`src/core/sarseq_defines.svh`:
```
// sarseq_defines.svh: offsets, field positions, reset values and timing
// counts for the converter sequencer; assumes a 125 MHz pclk
`ifndef SARSEQ_DEFINES_SVH
`define SARSEQ_DEFINES_SVH

// ************************************************************
// register byte offsets
// ************************************************************
`define SARSEQ_OFF_CTRL 12'h000
`define SARSEQ_OFF_TIMING 12'h004
`define SARSEQ_OFF_CLKDIV 12'h008
`define SARSEQ_OFF_STATUS 12'h00c
`define SARSEQ_OFF_INT_STAT 12'h010
`define SARSEQ_OFF_INT_MASK 12'h014
`define SARSEQ_OFF_RESULT 12'h018
`define SARSEQ_OFF_CH_RESULT 12'h040
`define SARSEQ_OFF_CH_LAST 12'h06c

// ************************************************************
// field positions
// ************************************************************
`define SARSEQ_CTRL_EN 0
`define SARSEQ_CTRL_MODE_LO 1
`define SARSEQ_CTRL_CONT 3
`define SARSEQ_CTRL_CH_LO 4
`define SARSEQ_TIM_SAMPLE_LO 8
`define SARSEQ_INT_CONV 0
`define SARSEQ_INT_SWEEP 1

// ************************************************************
// sizes, reset values and timing
// ************************************************************
`define SARSEQ_RES_W 10
`define SARSEQ_CONV_TICKS 8'd12
`define SARSEQ_INTA_TICKS 8'd2
`define SARSEQ_AUTO_LAST 5'h0b
`define SARSEQ_AUTO_CH 12
`define SARSEQ_EN_DLY_RST 8'h04
`define SARSEQ_SAMPLE_RST 8'h04
`define SARSEQ_PCLK_NS 8
`define SARSEQ_CH_CONV_NS 63330
// one round-robin channel spends sample, convert and pulse ticks
`define SARSEQ_CLKDIV_RST \
  (`SARSEQ_CH_CONV_NS / (`SARSEQ_PCLK_NS * (4 + 12 + 2)))

`endif

```
`src/core/sarseq_pkg.sv`:
```
// sarseq_pkg: types shared by the converter sequencer
// assumes sarseq_defines.svh supplies the numbers
`default_nettype none

package sarseq_pkg;
  // gray codes along idle-delay-sample-convert-pulse
  typedef enum logic [2:0] {
    SARSEQ_OFF = 3'h0,
    SARSEQ_EN_DLY = 3'h1,
    SARSEQ_SAMPLE = 3'h3,
    SARSEQ_CONVERT = 3'h2,
    SARSEQ_PULSE = 3'h6,
    SARSEQ_WAIT = 3'h7
  } sarseq_state_t;

  typedef enum logic [1:0] {
    SARSEQ_SINGLE = 2'h0,
    SARSEQ_ROUND = 2'h1,
    SARSEQ_ONCE = 2'h2,
    SARSEQ_RSVD = 2'h3
  } sarseq_mode_t;

  // drive bundle towards the analog multiplexer and dac
  typedef struct packed {
    logic sample;
    logic div_bypass;
    logic [4:0] channel;
    logic [9:0] dac_code;
  } sarseq_analog_t;
endpackage : sarseq_pkg

`default_nettype wire

```
`src/core/sarseq_core.sv`:
```
// sarseq_core: apb register file, phase sequencer and sar loop
// assumes a comparator pin from the analog side, pclk at 125 MHz,
// and a converter clock divider of at least 4 so the synchroniser settles
//
// Overview of operation
// - ten-bit successive approximation per conversion
// - voltages divided, current channels bypass divider
// - 32 channels, only 0-11 auto sequenced
// - one of three modes at a time
// - single mode converts once, then interrupts
// - enable delay, then programmable sample window
// - conversion phase lasts twelve converter clocks
// - result readable, interrupt pulse two clocks
// - continuous single restarts after interrupt pulse
// - round robin 0 to 11, repeating
// - results readable anytime without disturbing sequence
// - new round robin result overwrites old
// - about 63.33 us per channel conversion
// - one-time sweep halts, single interrupt after
`include "sarseq_defines.svh"
`default_nettype none

module sarseq_core (
  input wire logic pclk,
  input wire logic presetn,
  input wire logic psel,
  input wire logic penable,
  input wire logic pwrite,
  input wire logic [11:0] paddr,
  input wire logic [31:0] pwdata,
  output logic [31:0] prdata,
  output logic pready,
  output logic pslverr,
  input wire logic comp_in,
  output sarseq_pkg::sarseq_analog_t analog,
  output logic core_done_pulse,
  output logic irq
);
  import sarseq_pkg::*;

  // ************************************************************
  // decode helpers
  // ************************************************************
  // current-sense channels and temperature skip the divider
  // divider bypass
  function automatic logic no_divider(input logic [4:0] ch);
    no_divider = (ch == 5'h00) || (ch == 5'h03) || (ch == 5'h05) ||
                 (ch == 5'h07) || (ch == 5'h09);
  endfunction : no_divider

  // true when a byte offset lies inside the per-channel result window
  function automatic logic in_ch_window(input logic [11:0] a);
    in_ch_window = (a >= `SARSEQ_OFF_CH_RESULT) && (a <= `SARSEQ_OFF_CH_LAST);
  endfunction : in_ch_window

  // ************************************************************
  // registers and state
  // ************************************************************
  logic ctrl_en;
  sarseq_mode_t ctrl_mode;
  logic ctrl_cont;
  logic [4:0] ctrl_ch;
  logic [7:0] en_dly;
  logic [7:0] sample_win;
  logic [15:0] clk_div;
  logic [1:0] int_stat;
  logic [1:0] int_mask;
  logic [9:0] last_result;
  logic [4:0] last_ch;
  logic [9:0] ch_result [`SARSEQ_AUTO_CH];
  logic start_pend;
  sarseq_state_t state;
  logic [15:0] div_cnt;
  logic tick;
  logic [7:0] ph_cnt;
  logic [4:0] cur_ch;
  logic [9:0] sar;
  logic comp_meta;
  logic comp_sync;
  logic [1:0] ev_set;
  logic wr_acc;
  logic setup;
  logic ctrl_wr;
  logic [1:0] int_clr;
  logic phase_end;
  logic [7:0] phase_len;
  logic sweep_last;

  assign setup = psel && !penable;
  assign wr_acc = psel && penable && pwrite;
  assign ctrl_wr = wr_acc && (paddr == `SARSEQ_OFF_CTRL);
  assign int_clr = (wr_acc && (paddr == `SARSEQ_OFF_INT_STAT)) ? pwdata[1:0] : 2'h0;
  assign pready = 1'b1;
  // unmapped addresses answer with an error, no stall ever
  assign pslverr = psel && penable && !(
    (paddr == `SARSEQ_OFF_CTRL) || (paddr == `SARSEQ_OFF_TIMING) ||
    (paddr == `SARSEQ_OFF_CLKDIV) || (paddr == `SARSEQ_OFF_STATUS) ||
    (paddr == `SARSEQ_OFF_INT_STAT) || (paddr == `SARSEQ_OFF_INT_MASK) ||
    (paddr == `SARSEQ_OFF_RESULT) ||
    (in_ch_window(paddr) && (paddr[1:0] == 2'h0)));

  // ************************************************************
  // register writes
  // ************************************************************
  // control word: enable, mode, continuous flag, channel select
  // mode select
  always_ff @(posedge pclk or negedge presetn) begin
    if (!presetn) begin
      ctrl_en <= 1'b0;
      ctrl_mode <= SARSEQ_SINGLE;
      ctrl_cont <= 1'b0;
      ctrl_ch <= 5'h00;
    end else if (ctrl_wr) begin
      ctrl_en <= pwdata[`SARSEQ_CTRL_EN];
      ctrl_mode <= sarseq_mode_t'(pwdata[`SARSEQ_CTRL_MODE_LO +: 2]);
      ctrl_cont <= pwdata[`SARSEQ_CTRL_CONT];
      ctrl_ch <= pwdata[`SARSEQ_CTRL_CH_LO +: 5];
    end
  end

  // timing, divider and mask words
  // default divider paces each channel
  always_ff @(posedge pclk or negedge presetn) begin
    if (!presetn) begin
      en_dly <= `SARSEQ_EN_DLY_RST;
      sample_win <= `SARSEQ_SAMPLE_RST;
      clk_div <= 16'(`SARSEQ_CLKDIV_RST);
      int_mask <= 2'h0;
    end else if (wr_acc) begin
      if (paddr == `SARSEQ_OFF_TIMING) begin
        en_dly <= pwdata[7:0];
        sample_win <= pwdata[`SARSEQ_TIM_SAMPLE_LO +: 8];
      end
      if (paddr == `SARSEQ_OFF_CLKDIV) begin
        clk_div <= pwdata[15:0];
      end
      if (paddr == `SARSEQ_OFF_INT_MASK) begin
        int_mask <= pwdata[1:0];
      end
    end
  end

  // sticky events, a set in the clearing cycle survives
  always_ff @(posedge pclk or negedge presetn) begin
    if (!presetn) begin
      int_stat <= 2'h0;
    end else begin
      int_stat <= (int_stat & ~int_clr) | ev_set;
    end
  end

  assign irq = |(int_stat & int_mask);

  // ************************************************************
  // register reads
  // ************************************************************
  // read data is captured in setup so the access phase never waits
  // reads never stall
  always_ff @(posedge pclk or negedge presetn) begin
    if (!presetn) begin
      prdata <= 32'h0000_0000;
    end else if (setup && !pwrite) begin
      prdata <= 32'h0000_0000;
      unique case (1'b1)
        (paddr == `SARSEQ_OFF_CTRL):
          prdata <= {23'h0, ctrl_ch, ctrl_cont, ctrl_mode, ctrl_en};
        (paddr == `SARSEQ_OFF_TIMING): prdata <= {16'h0, sample_win, en_dly};
        (paddr == `SARSEQ_OFF_CLKDIV): prdata <= {16'h0, clk_div};
        (paddr == `SARSEQ_OFF_STATUS): prdata <= {23'h0, cur_ch, start_pend, 3'(state)};
        (paddr == `SARSEQ_OFF_INT_STAT): prdata <= {30'h0, int_stat};
        (paddr == `SARSEQ_OFF_INT_MASK): prdata <= {30'h0, int_mask};
        (paddr == `SARSEQ_OFF_RESULT): prdata <= {17'h0, last_ch, last_result};
        // misaligned window reads are refused and must return zero
        (in_ch_window(paddr) && (paddr[1:0] == 2'h0)):
          prdata <= {22'h0, ch_result[4'(paddr[5:2])]};
        default: prdata <= 32'h0000_0000;
      endcase
    end
  end

  // ************************************************************
  // converter clock and comparator
  // ************************************************************
  // a slow tick keeps the sar loop well behind the synchroniser latency
  always_ff @(posedge pclk or negedge presetn) begin
    if (!presetn) begin
      div_cnt <= 16'h0000;
    end else if (tick || (state == SARSEQ_OFF)) begin
      div_cnt <= 16'h0000;
    end else begin
      div_cnt <= div_cnt + 16'h0001;
    end
  end

  assign tick = (div_cnt + 16'h0001 >= clk_div);

  always_ff @(posedge pclk or negedge presetn) begin
    if (!presetn) begin
      comp_meta <= 1'b0;
      comp_sync <= 1'b0;
    end else begin
      comp_meta <= comp_in;
      comp_sync <= comp_meta;
    end
  end

  // ************************************************************
  // sequencer
  // ************************************************************
  // length of each timed phase in converter clocks
  // delay and sample
  always_comb begin
    unique case (state)
      SARSEQ_EN_DLY: phase_len = en_dly;
      SARSEQ_SAMPLE: phase_len = sample_win;
      SARSEQ_CONVERT: phase_len = `SARSEQ_CONV_TICKS;
      SARSEQ_PULSE: phase_len = `SARSEQ_INTA_TICKS;
      default: phase_len = 8'h01;
    endcase
  end

  assign phase_end = tick && (ph_cnt + 8'h01 >= phase_len);
  assign sweep_last = (cur_ch == `SARSEQ_AUTO_LAST);

  // a select written while enabled arms single and one-time runs
  // select starts
  always_ff @(posedge pclk or negedge presetn) begin
    if (!presetn) begin
      start_pend <= 1'b0;
    end else if (ctrl_wr && pwdata[`SARSEQ_CTRL_EN]) begin
      start_pend <= 1'b1;
    end else if ((state == SARSEQ_WAIT) || !ctrl_en) begin
      start_pend <= 1'b0;
    end
  end

  // phase counter restarts on every phase change
  always_ff @(posedge pclk or negedge presetn) begin
    if (!presetn) begin
      ph_cnt <= 8'h00;
    end else if (phase_end || (state == SARSEQ_OFF) || (state == SARSEQ_WAIT)) begin
      ph_cnt <= 8'h00;
    end else if (tick) begin
      ph_cnt <= ph_cnt + 8'h01;
    end
  end

  // main phase machine
  // disable aborts
  always_ff @(posedge pclk or negedge presetn) begin
    if (!presetn) begin
      state <= SARSEQ_OFF;
      cur_ch <= 5'h00;
    end else if (!ctrl_en) begin
      state <= SARSEQ_OFF;
    end else begin
      unique case (state)
        SARSEQ_OFF: state <= SARSEQ_EN_DLY;
        SARSEQ_EN_DLY: if (phase_end) state <= SARSEQ_WAIT;
        SARSEQ_WAIT: begin
          if (ctrl_mode == SARSEQ_ROUND || ctrl_mode == SARSEQ_ONCE) begin
            if (ctrl_mode == SARSEQ_ROUND || start_pend) begin
              cur_ch <= 5'h00;
              state <= SARSEQ_SAMPLE;
            end
          end else if (start_pend) begin
            cur_ch <= ctrl_ch;
            state <= SARSEQ_SAMPLE;
          end
        end
        SARSEQ_SAMPLE: if (phase_end) state <= SARSEQ_CONVERT;
        SARSEQ_CONVERT: if (phase_end) state <= SARSEQ_PULSE;
        SARSEQ_PULSE: begin
          if (phase_end) begin
            if (ctrl_mode == SARSEQ_ROUND) begin
              cur_ch <= sweep_last ? 5'h00 : cur_ch + 5'h01;
              state <= SARSEQ_SAMPLE;
            end else if (ctrl_mode == SARSEQ_ONCE) begin
              cur_ch <= cur_ch + 5'h01;
              state <= sweep_last ? SARSEQ_WAIT : SARSEQ_SAMPLE;
            end else begin
              state <= ctrl_cont ? SARSEQ_SAMPLE : SARSEQ_WAIT;
            end
          end
        end
        default: state <= SARSEQ_OFF;
      endcase
    end
  end

  // successive approximation: tick 0 trials the msb, ticks 1-10 decide
  // one bit each and trial the next, tick 11 hands the word over
  // ten-bit search
  always_ff @(posedge pclk or negedge presetn) begin
    if (!presetn) begin
      sar <= 10'h000;
    end else if (state != SARSEQ_CONVERT) begin
      sar <= 10'h000;
    end else if (tick) begin
      if (ph_cnt == 8'h00) begin
        sar <= 10'h200;
      end else if (ph_cnt <= 8'h0a) begin
        for (int b = 0; b < `SARSEQ_RES_W; b++) begin
          if (b == 10 - int'(ph_cnt)) begin
            sar[b] <= comp_sync;
            if (b > 0) sar[b - 1] <= 1'b1;
          end
        end
      end
    end
  end

  // results land as the convert phase closes
  // result readable
  always_ff @(posedge pclk or negedge presetn) begin
    if (!presetn) begin
      last_result <= 10'h000;
      last_ch <= 5'h00;
    end else if ((state == SARSEQ_CONVERT) && phase_end) begin
      last_result <= sar;
      last_ch <= cur_ch;
    end
  end

  for (genvar g = 0; g < `SARSEQ_AUTO_CH; g++) begin : g_ch_res
    always_ff @(posedge pclk or negedge presetn) begin
      if (!presetn) begin
        ch_result[g] <= 10'h000;
      end else if ((state == SARSEQ_CONVERT) && phase_end && (cur_ch == 5'(g))) begin
        ch_result[g] <= sar;
      end
    end
  end

  // ************************************************************
  // outputs and events
  // ************************************************************
  // one-time sweeps only pulse after the final channel; the pulse is
  // launched as convert closes so it spans exactly the two pulse ticks
  // two-clock pulse
  always_ff @(posedge pclk or negedge presetn) begin
    if (!presetn) begin
      core_done_pulse <= 1'b0;
    end else begin
      core_done_pulse <= ctrl_en &&
        (((state == SARSEQ_CONVERT) && phase_end) ||
         ((state == SARSEQ_PULSE) && !phase_end)) &&
        ((ctrl_mode != SARSEQ_ONCE) || sweep_last);
    end
  end

  assign ev_set[`SARSEQ_INT_CONV] = (state == SARSEQ_CONVERT) && phase_end;
  assign ev_set[`SARSEQ_INT_SWEEP] = (state == SARSEQ_PULSE) && phase_end &&
    (ctrl_mode == SARSEQ_ONCE) && sweep_last;

  // analog drive bundle is registered to avoid mux glitches
  always_ff @(posedge pclk or negedge presetn) begin
    if (!presetn) begin
      analog <= '0;
    end else begin
      analog.sample <= (state == SARSEQ_SAMPLE);
      analog.div_bypass <= no_divider(cur_ch);
      analog.channel <= cur_ch;
      analog.dac_code <= sar;
    end
  end
endmodule : sarseq_core

`default_nettype wire

```
`config.mk`:
```
export PLATFORM = sky130hd
export DESIGN_NAME = sarseq_core
export DESIGN_NICKNAME = d
export VERILOG_FILES = /design/src/core/sarseq_pkg.sv /design/src/core/sarseq_core.sv
export VERILOG_INCLUDE_DIRS = /design/src /design/src/core
export SDC_FILE = /design/constraint.sdc
export NUM_CORES = 1
export LEC_CHECK = 0
export BUFFER_PORTS_ARGS = -buffer_cell sky130_fd_sc_hd__buf_2
export CAP_MARGIN = 20
export CORE_ASPECT_RATIO = 1.75
export CORE_MARGIN = 2
export CORE_UTILIZATION = 55
export CTS_BUF_LIST = sky130_fd_sc_hd__clkbuf_4
export CTS_CLUSTER_SIZE = 24
export DETAILED_ROUTE_END_ITERATION = 12
export PLACE_DENSITY = 0.74
export SYNTH_ARGS = -nofsm -noshare
export SYNTH_HDL_FRONTEND = slang
export SYNTH_SLANG_ARGS = --single-unit
```
`constraint.sdc`:
```
create_clock -name pclk -period 9.1 [get_ports pclk]
set_input_delay 0.455 -clock pclk [delete_from_list [all_inputs] [get_ports pclk]]
set_output_delay 0.455 -clock pclk [all_outputs]
set_load 0.01 [all_outputs]
```
# Yosys cells after proc, flatten, opt, wreduce, memory -nomap -nowiden
# Cells that the tools add are included.
dict set report word_totals {
  ff_bits 275
  input_bits 50
}
dict set report op_classes {
  add_sub_neg 4
  n_lt_le_gt_ge 6
  eq_ne 45
  n_mux 54
  bitwise_logic 5
  n_reduce_logical 91
}
# op n
set ops {}
lappend ops {{$pmux 16 s8} 1}
lappend ops {{$mux 10} 6}
lappend ops {{$bmux 10 s4} 1}
lappend ops {{$eq 12x5->1 const B} 3}
lappend ops {{$eq 4x9->1 const A} 4}
lappend ops {{$mux 2} 18}
lappend ops {{$mux 3} 12}
lappend ops {{$reduce_bool 4->1} 9}
lappend ops {{$mux 5} 7}
lappend ops {{$logic_not 32->1} 1}
lappend ops {{$pmux 8 s4} 1}
lappend ops {{$logic_and 1x1->1} 30}
lappend ops {{$reduce_and 3->1} 10}
lappend ops {{$eq 12x4->1 const B} 2}
lappend ops {{$eq 5x3->1 const B} 4}
lappend ops {{$eq 5x4->1 const B} 4}
lappend ops {{$logic_or 1x1->1} 19}
lappend ops {{$eq 3x9->1 const A} 2}
lappend ops {{$eq 5x9->1 const A} 2}
lappend ops {{$pmux 3 s6} 1}
lappend ops {{$add 16x1->16 const B} 1}
lappend ops {{$ge 16x16->1} 1}
lappend ops {{$mux 16} 1}
lappend ops {{$mux 8} 2}
lappend ops {{38 further kinds} 63}

# Depth between registers and ports, before layout
# Gate-level depths: netlist (run 1).
dict set report depth {
  ltp_word 24
  depth_mapped 15
  depth_no_buf 12
}

# Least setup slack after synthesis (run 1)
# Ideal clock, no wire load.
dict set report synth_path {
  path_type {register to register}
  from {register ph_cnt[2]}
  to {register ch_result[100] in the netlist's numbering}
  setup_time_ns 0.125
  t_arrival_ns 3.230
  setup_slack_ns 5.745
  path_stages_with_launch 13
  n_path_buf 3
  period_less_slack_ns 3.355
  cell_sequence {dfrtp_1 > clkbuf_1 > clkbuf_1 > nand2_1 > or3_1 > xnor2_1 > ha_1 > nand4_1 > nor3_1 > nor2_2 > buf_4 > nor3_4 > mux2_2}
}
dict set report synth_between {
  elab_chain_len 5
}
# element line_no
set synth_lines {}
lappend synth_lines {{start: declaration} sarseq_core.sv:75} ;# logic [7:0] ph_cnt;
lappend synth_lines {{start signal: assignment} sarseq_core.sv:244} ;# ph_cnt <= ph_cnt + 8'h01;
lappend synth_lines {{$add 8x1->8} sarseq_core.sv:222} ;# assign phase_end = tick && (ph_cnt + 8'h01 >= phase_len);
lappend synth_lines {{$ge 8x8->1} sarseq_core.sv:222}
lappend synth_lines {{$logic_and 1x1->1} sarseq_core.sv:222}
lappend synth_lines {{$logic_and 1x1->1 (2 in a row)} sarseq_core.sv:329} ;# end else if ((state == SARSEQ_CONVERT) && phase_end && (cur_ch == 5'(g))) begin
lappend synth_lines {{end signal: indexed assignment} sarseq_core.sv:330} ;# ch_result[g] <= sar;
lappend synth_lines {{end: declaration} sarseq_core.sv:70} ;# logic [9:0] ch_result [`SARSEQ_AUTO_CH];
# No other way between the ends.
# A chain may end at the register's enable or synchronous reset.

# Final worst setup path (run 1)
dict set report layout_path {
  from {register div_cnt[2]}
  to {register ch_result[110] in the netlist's numbering}
}
dict set report layout_between {
  elab_chain_len 5
}
# element line_no
set layout_lines {}
lappend layout_lines {{start: declaration} sarseq_core.sv:73} ;# logic [15:0] div_cnt;
lappend layout_lines {{start signal: assignment} sarseq_core.sv:191} ;# div_cnt <= div_cnt + 16'h0001;
lappend layout_lines {{$add 16x1->16} sarseq_core.sv:195} ;# assign tick = (div_cnt + 16'h0001 >= clk_div);
lappend layout_lines {{$ge 16x16->1} sarseq_core.sv:195}
lappend layout_lines {{$logic_and 1x1->1} sarseq_core.sv:222}
lappend layout_lines {{$logic_and 1x1->1 (2 in a row)} sarseq_core.sv:329}
# No other way between the ends.

==> results.yml, run 1 <==
synth:
  syn_area_um2: 13500
  synth_area_per_cell_um2: 12.0
  synthTopCellsByArea: "dfrtp_1, mux2_2, mux4_2"
  synthCells: 1127
  yosys.area.top_type: "dfrtp_1"
  ys.flop_type: "dfrtp_1"
  synthTopCellsByCount: "dfrtp_1, mux2_2, nand2_1"
  synth-edff-count: 0
  ys_types: 83
  synth_most_common_cell: "dfrtp_1"
  ys_ff_latch: 259
  synth_top_cell_area_share_pct: 46.4
  async_flop_share_pct: 100
  synth_warnings: 0
  seq_area_frac_synth_pct: 48.2
timing:
  tns_ns: 0
  slew_headroom_pct: 28.2
  hold_viol: 0
  finalSetupViolations: 0
  rsz0062_at_grt: "no"
  min_period_ns: 4.21
  tightest_slew_ns: 1.07
  finClkSkew_ns: 0.0672
  max_clock_freq_mhz: 237
  fin_crit_sh_pct: 46.3
  drv_slew: 0
global_routing:
  grt_util_all_layers_pct: 27.0
  grt_overflow_total: 0
  grt_pass1_vias: 9763
  antenna_found_initial: 1
  grt_pass1_wl_mm: 53.1
  grt_max_degree: 106
clocking:
  cts_root_buf: "clkbuf_4"
  clock-sinks: 259
  cts_tree: "built"
  htree_levels: 2
  post_cts_resized: 0
  clk_pin_slew_ns: 0.07
  cts_hold_buf: 19
  postCtsSetupBuffers: 0
  clkLatencyLatePin_ns: 0.74
  cts_buffers: 59
  cts_buffer_depth: 3
routing:
  vias: 9456
  routed_wl_mm: 33.4
  wire_per_inst_um: 21.2
  ant_nets: 0
  drc_errors: 0
  vias_per_cell: 6.00
  drtIter0Drc: 626
  drt_first_pass_iters: 5
worst_hold_path:
  min_path_type: "primary input to flop"
  hold_start: "pwrite"
power:
  power_mw: 2.18
  p_per_area_nw_per_um2: 146
  ir_drop_uv: 117
  p_leak_nw: 7.01
floorplan:
  die_h_um: 211
  io_pins: 103
  core_area_um2: 24000
  die_x_um: 122
  start_util_pct: 56.1
  die-area_um2: 25800
  row_count: 75
place:
  hpwlAfterDp_mm: 22.7
  numPortBuffers: 69
  gp_congestion: 0.901
  placed_cells: 1447
  placed_area_um2: 13900
setup_path:
  startpoint_type: "flop"
  path_max_fanout: 22
  critPathKind: "flop to flop"
  crit_required_ns: 9.71
  end_kind: "flop"
  r2r_start: "div_cnt[2]$_DFF_PN0_"
  cp.arrival_ns: 4.82
  startpoint: "div_cnt[2]$_DFF_PN0_"
cells_and_area:
  final_layout_size_suffix_gt1_share_pct: 32.4
  nFillCells: 1979
  instances_no_fill: 1576
  final_cell_area_um2: 14900
  area_growth_pct: 10.5
  fin_util_pct: 61.9
  nets: 1307
outcome:
  status: "completed"
flow_run:
  cap_violations: 0
## per-layer routing
layer / track usage (%) / wire length [µm] / vias up
li1: - / - / 4341
met5: 0 / 0 / -
met3: 4.08 / 1490 / 86
met1: 30.4 / 12200 / 4748
met2: 47.5 / 17900 / 281
met4: 15.9 / 1790 / 0
## cell usage in the layout (no fill, tap or decap), types with 15 or more instances in the layout
master / n
a21oi_1: 33
a31oi_1: 18
buf_2: 68
clkbuf_4: 82
clkinv_1: 20
conb_1: 17
dfrtp_1: 250
dlygate4sd3_1: 19
ha_1: 37
inv_1: 39
mux2_2: 157
mux2i_1: 19
mux4_2: 37
nand2_1: 64
nand3_1: 44
nor2_1: 51
nor2b_1: 24
nor3_1: 17
o21ai_0: 44
xnor2_1: 15
## path summary, 6_finish.rpt
check	endpoint	slack, ns	cells after the start
max	ch_result[110]$_DFFE_PN0P_	4.89	13
min reg2reg	comp_sync$_DFF_PN0_	0.36	0
min in group asynchronous	ph_cnt[2]$_DFFE_PN0P_	0.37	2
min	prdata[11]$_DFFE_PN0P_	0.28	4
max reg2reg	ch_result[110]$_DFFE_PN0P_	4.89	13
max in group asynchronous	ch_result[39]$_DFFE_PN0P_	6.73	5
## stage by stage
stage                     setup WS (ns)  hold WS, ns
after floorplan                    5.74        0.159
after global placement             4.98        0.334
after CTS                          4.84        0.221
after global routing               4.62        0.245
after detailed placement           4.90        0.345
final                              4.89        0.279
## cells by family (layout without fill, tap and decap cells)
| logic type | count (synthesis) | in the layout | share of synthesized area (%) |
|---|---|---|---|
| AND/OR/NAND/NOR | 274 | 274 | 11.6 |
| flip-flops | 259 | 259 | 48.2 |
| multiplexers | 223 | 223 | 21.8 |
| AO/OA/AOI/OAI | 190 | 190 | 9.15 |
| buffers and inverters | 121 | 245 | 4.37 |
| adder cells (fa/ha/maj) | 37 | 37 | 3.44 |
| XOR/XNOR | 21 | 21 | 1.37 |
| other | 2 | 19 | 0.0558 |
## sequential cells by signal (all words and copies together), names as in the netlist, 3 cells and up
name and cells:
sample_win 8, cur_ch 5, ph_cnt 8, sar 10
en_dly 8, state 3, last_ch 5, last_result 10
ctrl_ch 5, ch_result 120, clk_div 16, analog 17
prdata 16, div_cnt 16
## layout make-up
class                           count  area [µm²]  area share, %
Antenna cell                        2        5.00         0.0336
Clock buffer                       82         616           4.14
Clock inverter                     25         129          0.866
Inverter                           40         150           1.01
Multi-Input combinational cell    762        6460           43.4
Sequential cell                   259        6490           43.6
Tap cell                          308         385           2.59
Timing Repair Buffer               98         641           4.31
## where the power goes
part	internal, mW	leakage [nW]	switching, mW
clock network	0.447	0.439	0.460
logic	0.0373	3.07	0.0676
registers	1.16	3.51	0.00601
total	1.64	7.01	0.534
## critical path, stage by stage, from the launching register on
cell,delay [ns]
dfrtp_1,0.41
and3_1,0.20
and3_1,0.26
nand4_1,0.20
nor3_1,0.28
xor2_1,0.13
ha_1,0.34
nand4_1,0.18
nor2_1,0.15
o2111a_1,0.33
a21oi_4,0.08
buf_4,0.28
nor3_2,0.82
mux2_2,0.42
Note: power is estimated with default switching activity, not from simulation.
==> inputs of run 2 (changes only) <==
PLACE_DENSITY = 0.77   (was 0.74)
clock period = 3.7 ns   (was 9.1 ns; I/O delays follow)
==> run 2 against run 1 <==
Global-route usage down 0.14 points. Hold slack worse by 0.17 ns. Fmax up 21%. Clock power rose to 2.5 times the previous value. Largest cell class unchanged.
==> results.yml, run 2 (same netlist as run 1, synthesis figures left out) <==
timing:
  finalSetupViolations: 0
  drv_slew: 0
  finClkSkew_ns: 0.0614
  hold_viol: 0
  fin_crit_sh_pct: 94.3
  slew_headroom_pct: 27.8
  tightest_slew_ns: 1.08
  setup_slack_ns: 0.209
  min_period_ns: 3.49
  max_clock_freq_mhz: 286
  tns_ns: 0
  fin_hold_ws_ns: 0.105
cells_and_area:
  area_growth_pct: 14.1
  regMostFlops: "ch_result"
  largest_reg_flops: 120
  layout_commonest_cell: "dfrtp_1"
  nFillCells: 1876
  instances_no_fill: 1606
  final_cell_area_um2: 15400
  fin_util_pct: 64.0
  nets: 1341
  final_layout_size_suffix_gt1_share_pct: 34.9
  ff_latch_area_um2: 6490
  final_cell_mix: "dfrtp_1, mux2_2, clkbuf_4"
  largestRegisters: "ch_result x120, analog x17"
  multi_input_area_um2: 6480
global_routing:
  grt_pass1_wl_mm: 53.0
  grt_max_degree: 134
  grt_overflow_total: 0
  grt_util_all_layers_pct: 26.8
  grt_pass1_vias: 9956
  antenna_found_initial: 1
routing:
  vias: 9716
  drt_first_pass_iters: 7
  vias_per_cell: 6.05
  routed_wl_mm: 33.1
  drtIter0Drc: 623
  ant_nets: 0
  drc_errors: 0
  wire_per_inst_um: 20.6
clocking:
  cts_tree: "built"
  clkLatencyLatePin_ns: 0.74
  clk_pin_slew_ns: 0.08
  cts_buffer_depth: 3
  cts_root_buf: "clkbuf_4"
  clock-sinks: 259
  cts_buffers: 58
  htree_levels: 2
power:
  power_mw: 5.40
  p_leak_nw: 7.24
  p_per_area_nw_per_um2: 351
  ir_drop_uv: 298
place:
  numPortBuffers: 69
  hpwlAfterDp_mm: 23.5
  placed_cells: 1477
  gp_congestion: 0.906
  placed_area_um2: 14300
  dp_slack_ns: 0.0402
flow_run:
  cap_violations: 0
floorplan:
  die_x_um: 122
  io_pins: 103
  start_util_pct: 56.1
  die_h_um: 211
  row_count: 75
  core_area_um2: 24000
  die-area_um2: 25800
setup_path:
  critPathKind: "flop to flop"
  end_kind: "flop"
  path_max_fanout: 22
  startpoint_type: "flop"
  crit_required_ns: 4.27
  cp.arrival_ns: 4.06
worst_hold_path:
  min_path_type: "primary input to flop"
outcome:
  status: "completed"
run 2: changes by cell type in the layout (fill, tap and decap cells not counted), sizes merged:
cell / previous run / this run
inv: 41 / 40
clkinv: 23 / 14
buf: 79 / 109
dlygate4sd3: 19 / 24
clkbuf: 82 / 88
diode: 2 / 1
run 2: final timing paths:
path                                 startpoint                         end  slack, ns  cells past startpoint
max reg2reg                div_cnt[2]$_DFF_PN0_  ch_result[111]$_DFFE_PN0P_       0.21                     14
min reg2reg                 comp_meta$_DFF_PN0_         comp_sync$_DFF_PN0_       0.36                      0
max in group asynchronous               presetn   ch_result[17]$_DFFE_PN0P_       2.53                      3
min                                     comp_in         comp_meta$_DFF_PN0_       0.11                      2
min in group asynchronous               presetn       ph_cnt[4]$_DFFE_PN0P_       0.12                      2
max                        div_cnt[2]$_DFF_PN0_  ch_result[111]$_DFFE_PN0P_       0.21                     14
run 2: final cells by class:
cell class	count	share of cell area [%]
antenna	1	0.0163
clock buffer	88	4.30
clock inverter	15	0.627
inverter	40	0.977
multi-input combinational	762	42.2
sequential	259	42.2
tap	308	2.51
timing repair buffer	133	7.15
run 2: report_power, final:
part / switching (mW) / total [mW] / internal, mW
Clock: 1.11 / 2.27 / 1.16
Combinational: 0.167 / 0.264 / 0.0971
Sequential: 0.0149 / 2.87 / 2.85
Total: 1.29 / 5.40 / 4.11
run 2: layer usage:
layer	global-route usage, %	part of all wire (%)	vias up
li1	-	-	4395
met1	30.3	37	4937
met2	47.5	54	288
met3	3.46	3.8	96
met4	16.1	5.9	0
met5	0	0	-
run 2: timing repair:
action,4_1_cts,5_1_grt
gates resized for setup,1,6
hold buffers,24,0
endpoints found under the hold margin,178,0
setup endpoints to repair,5,160
buffers inserted,0,1
pin swaps,0,3
run 2: worst max-delay path, cell delays in order (launching register included):
cell     delay [ns]
dfrtp_1        0.40
and3_1         0.19
and3_2         0.24
nand4_1        0.16
nor2_1         0.17
xor2_1         0.22
ha_1           0.28
a21oi_1        0.14
o21ai_0        0.13
or3_1          0.46
a21oi_4        0.16
buf_12         0.22
nor3_2         0.08
buf_6          0.15
mux2_2         0.28
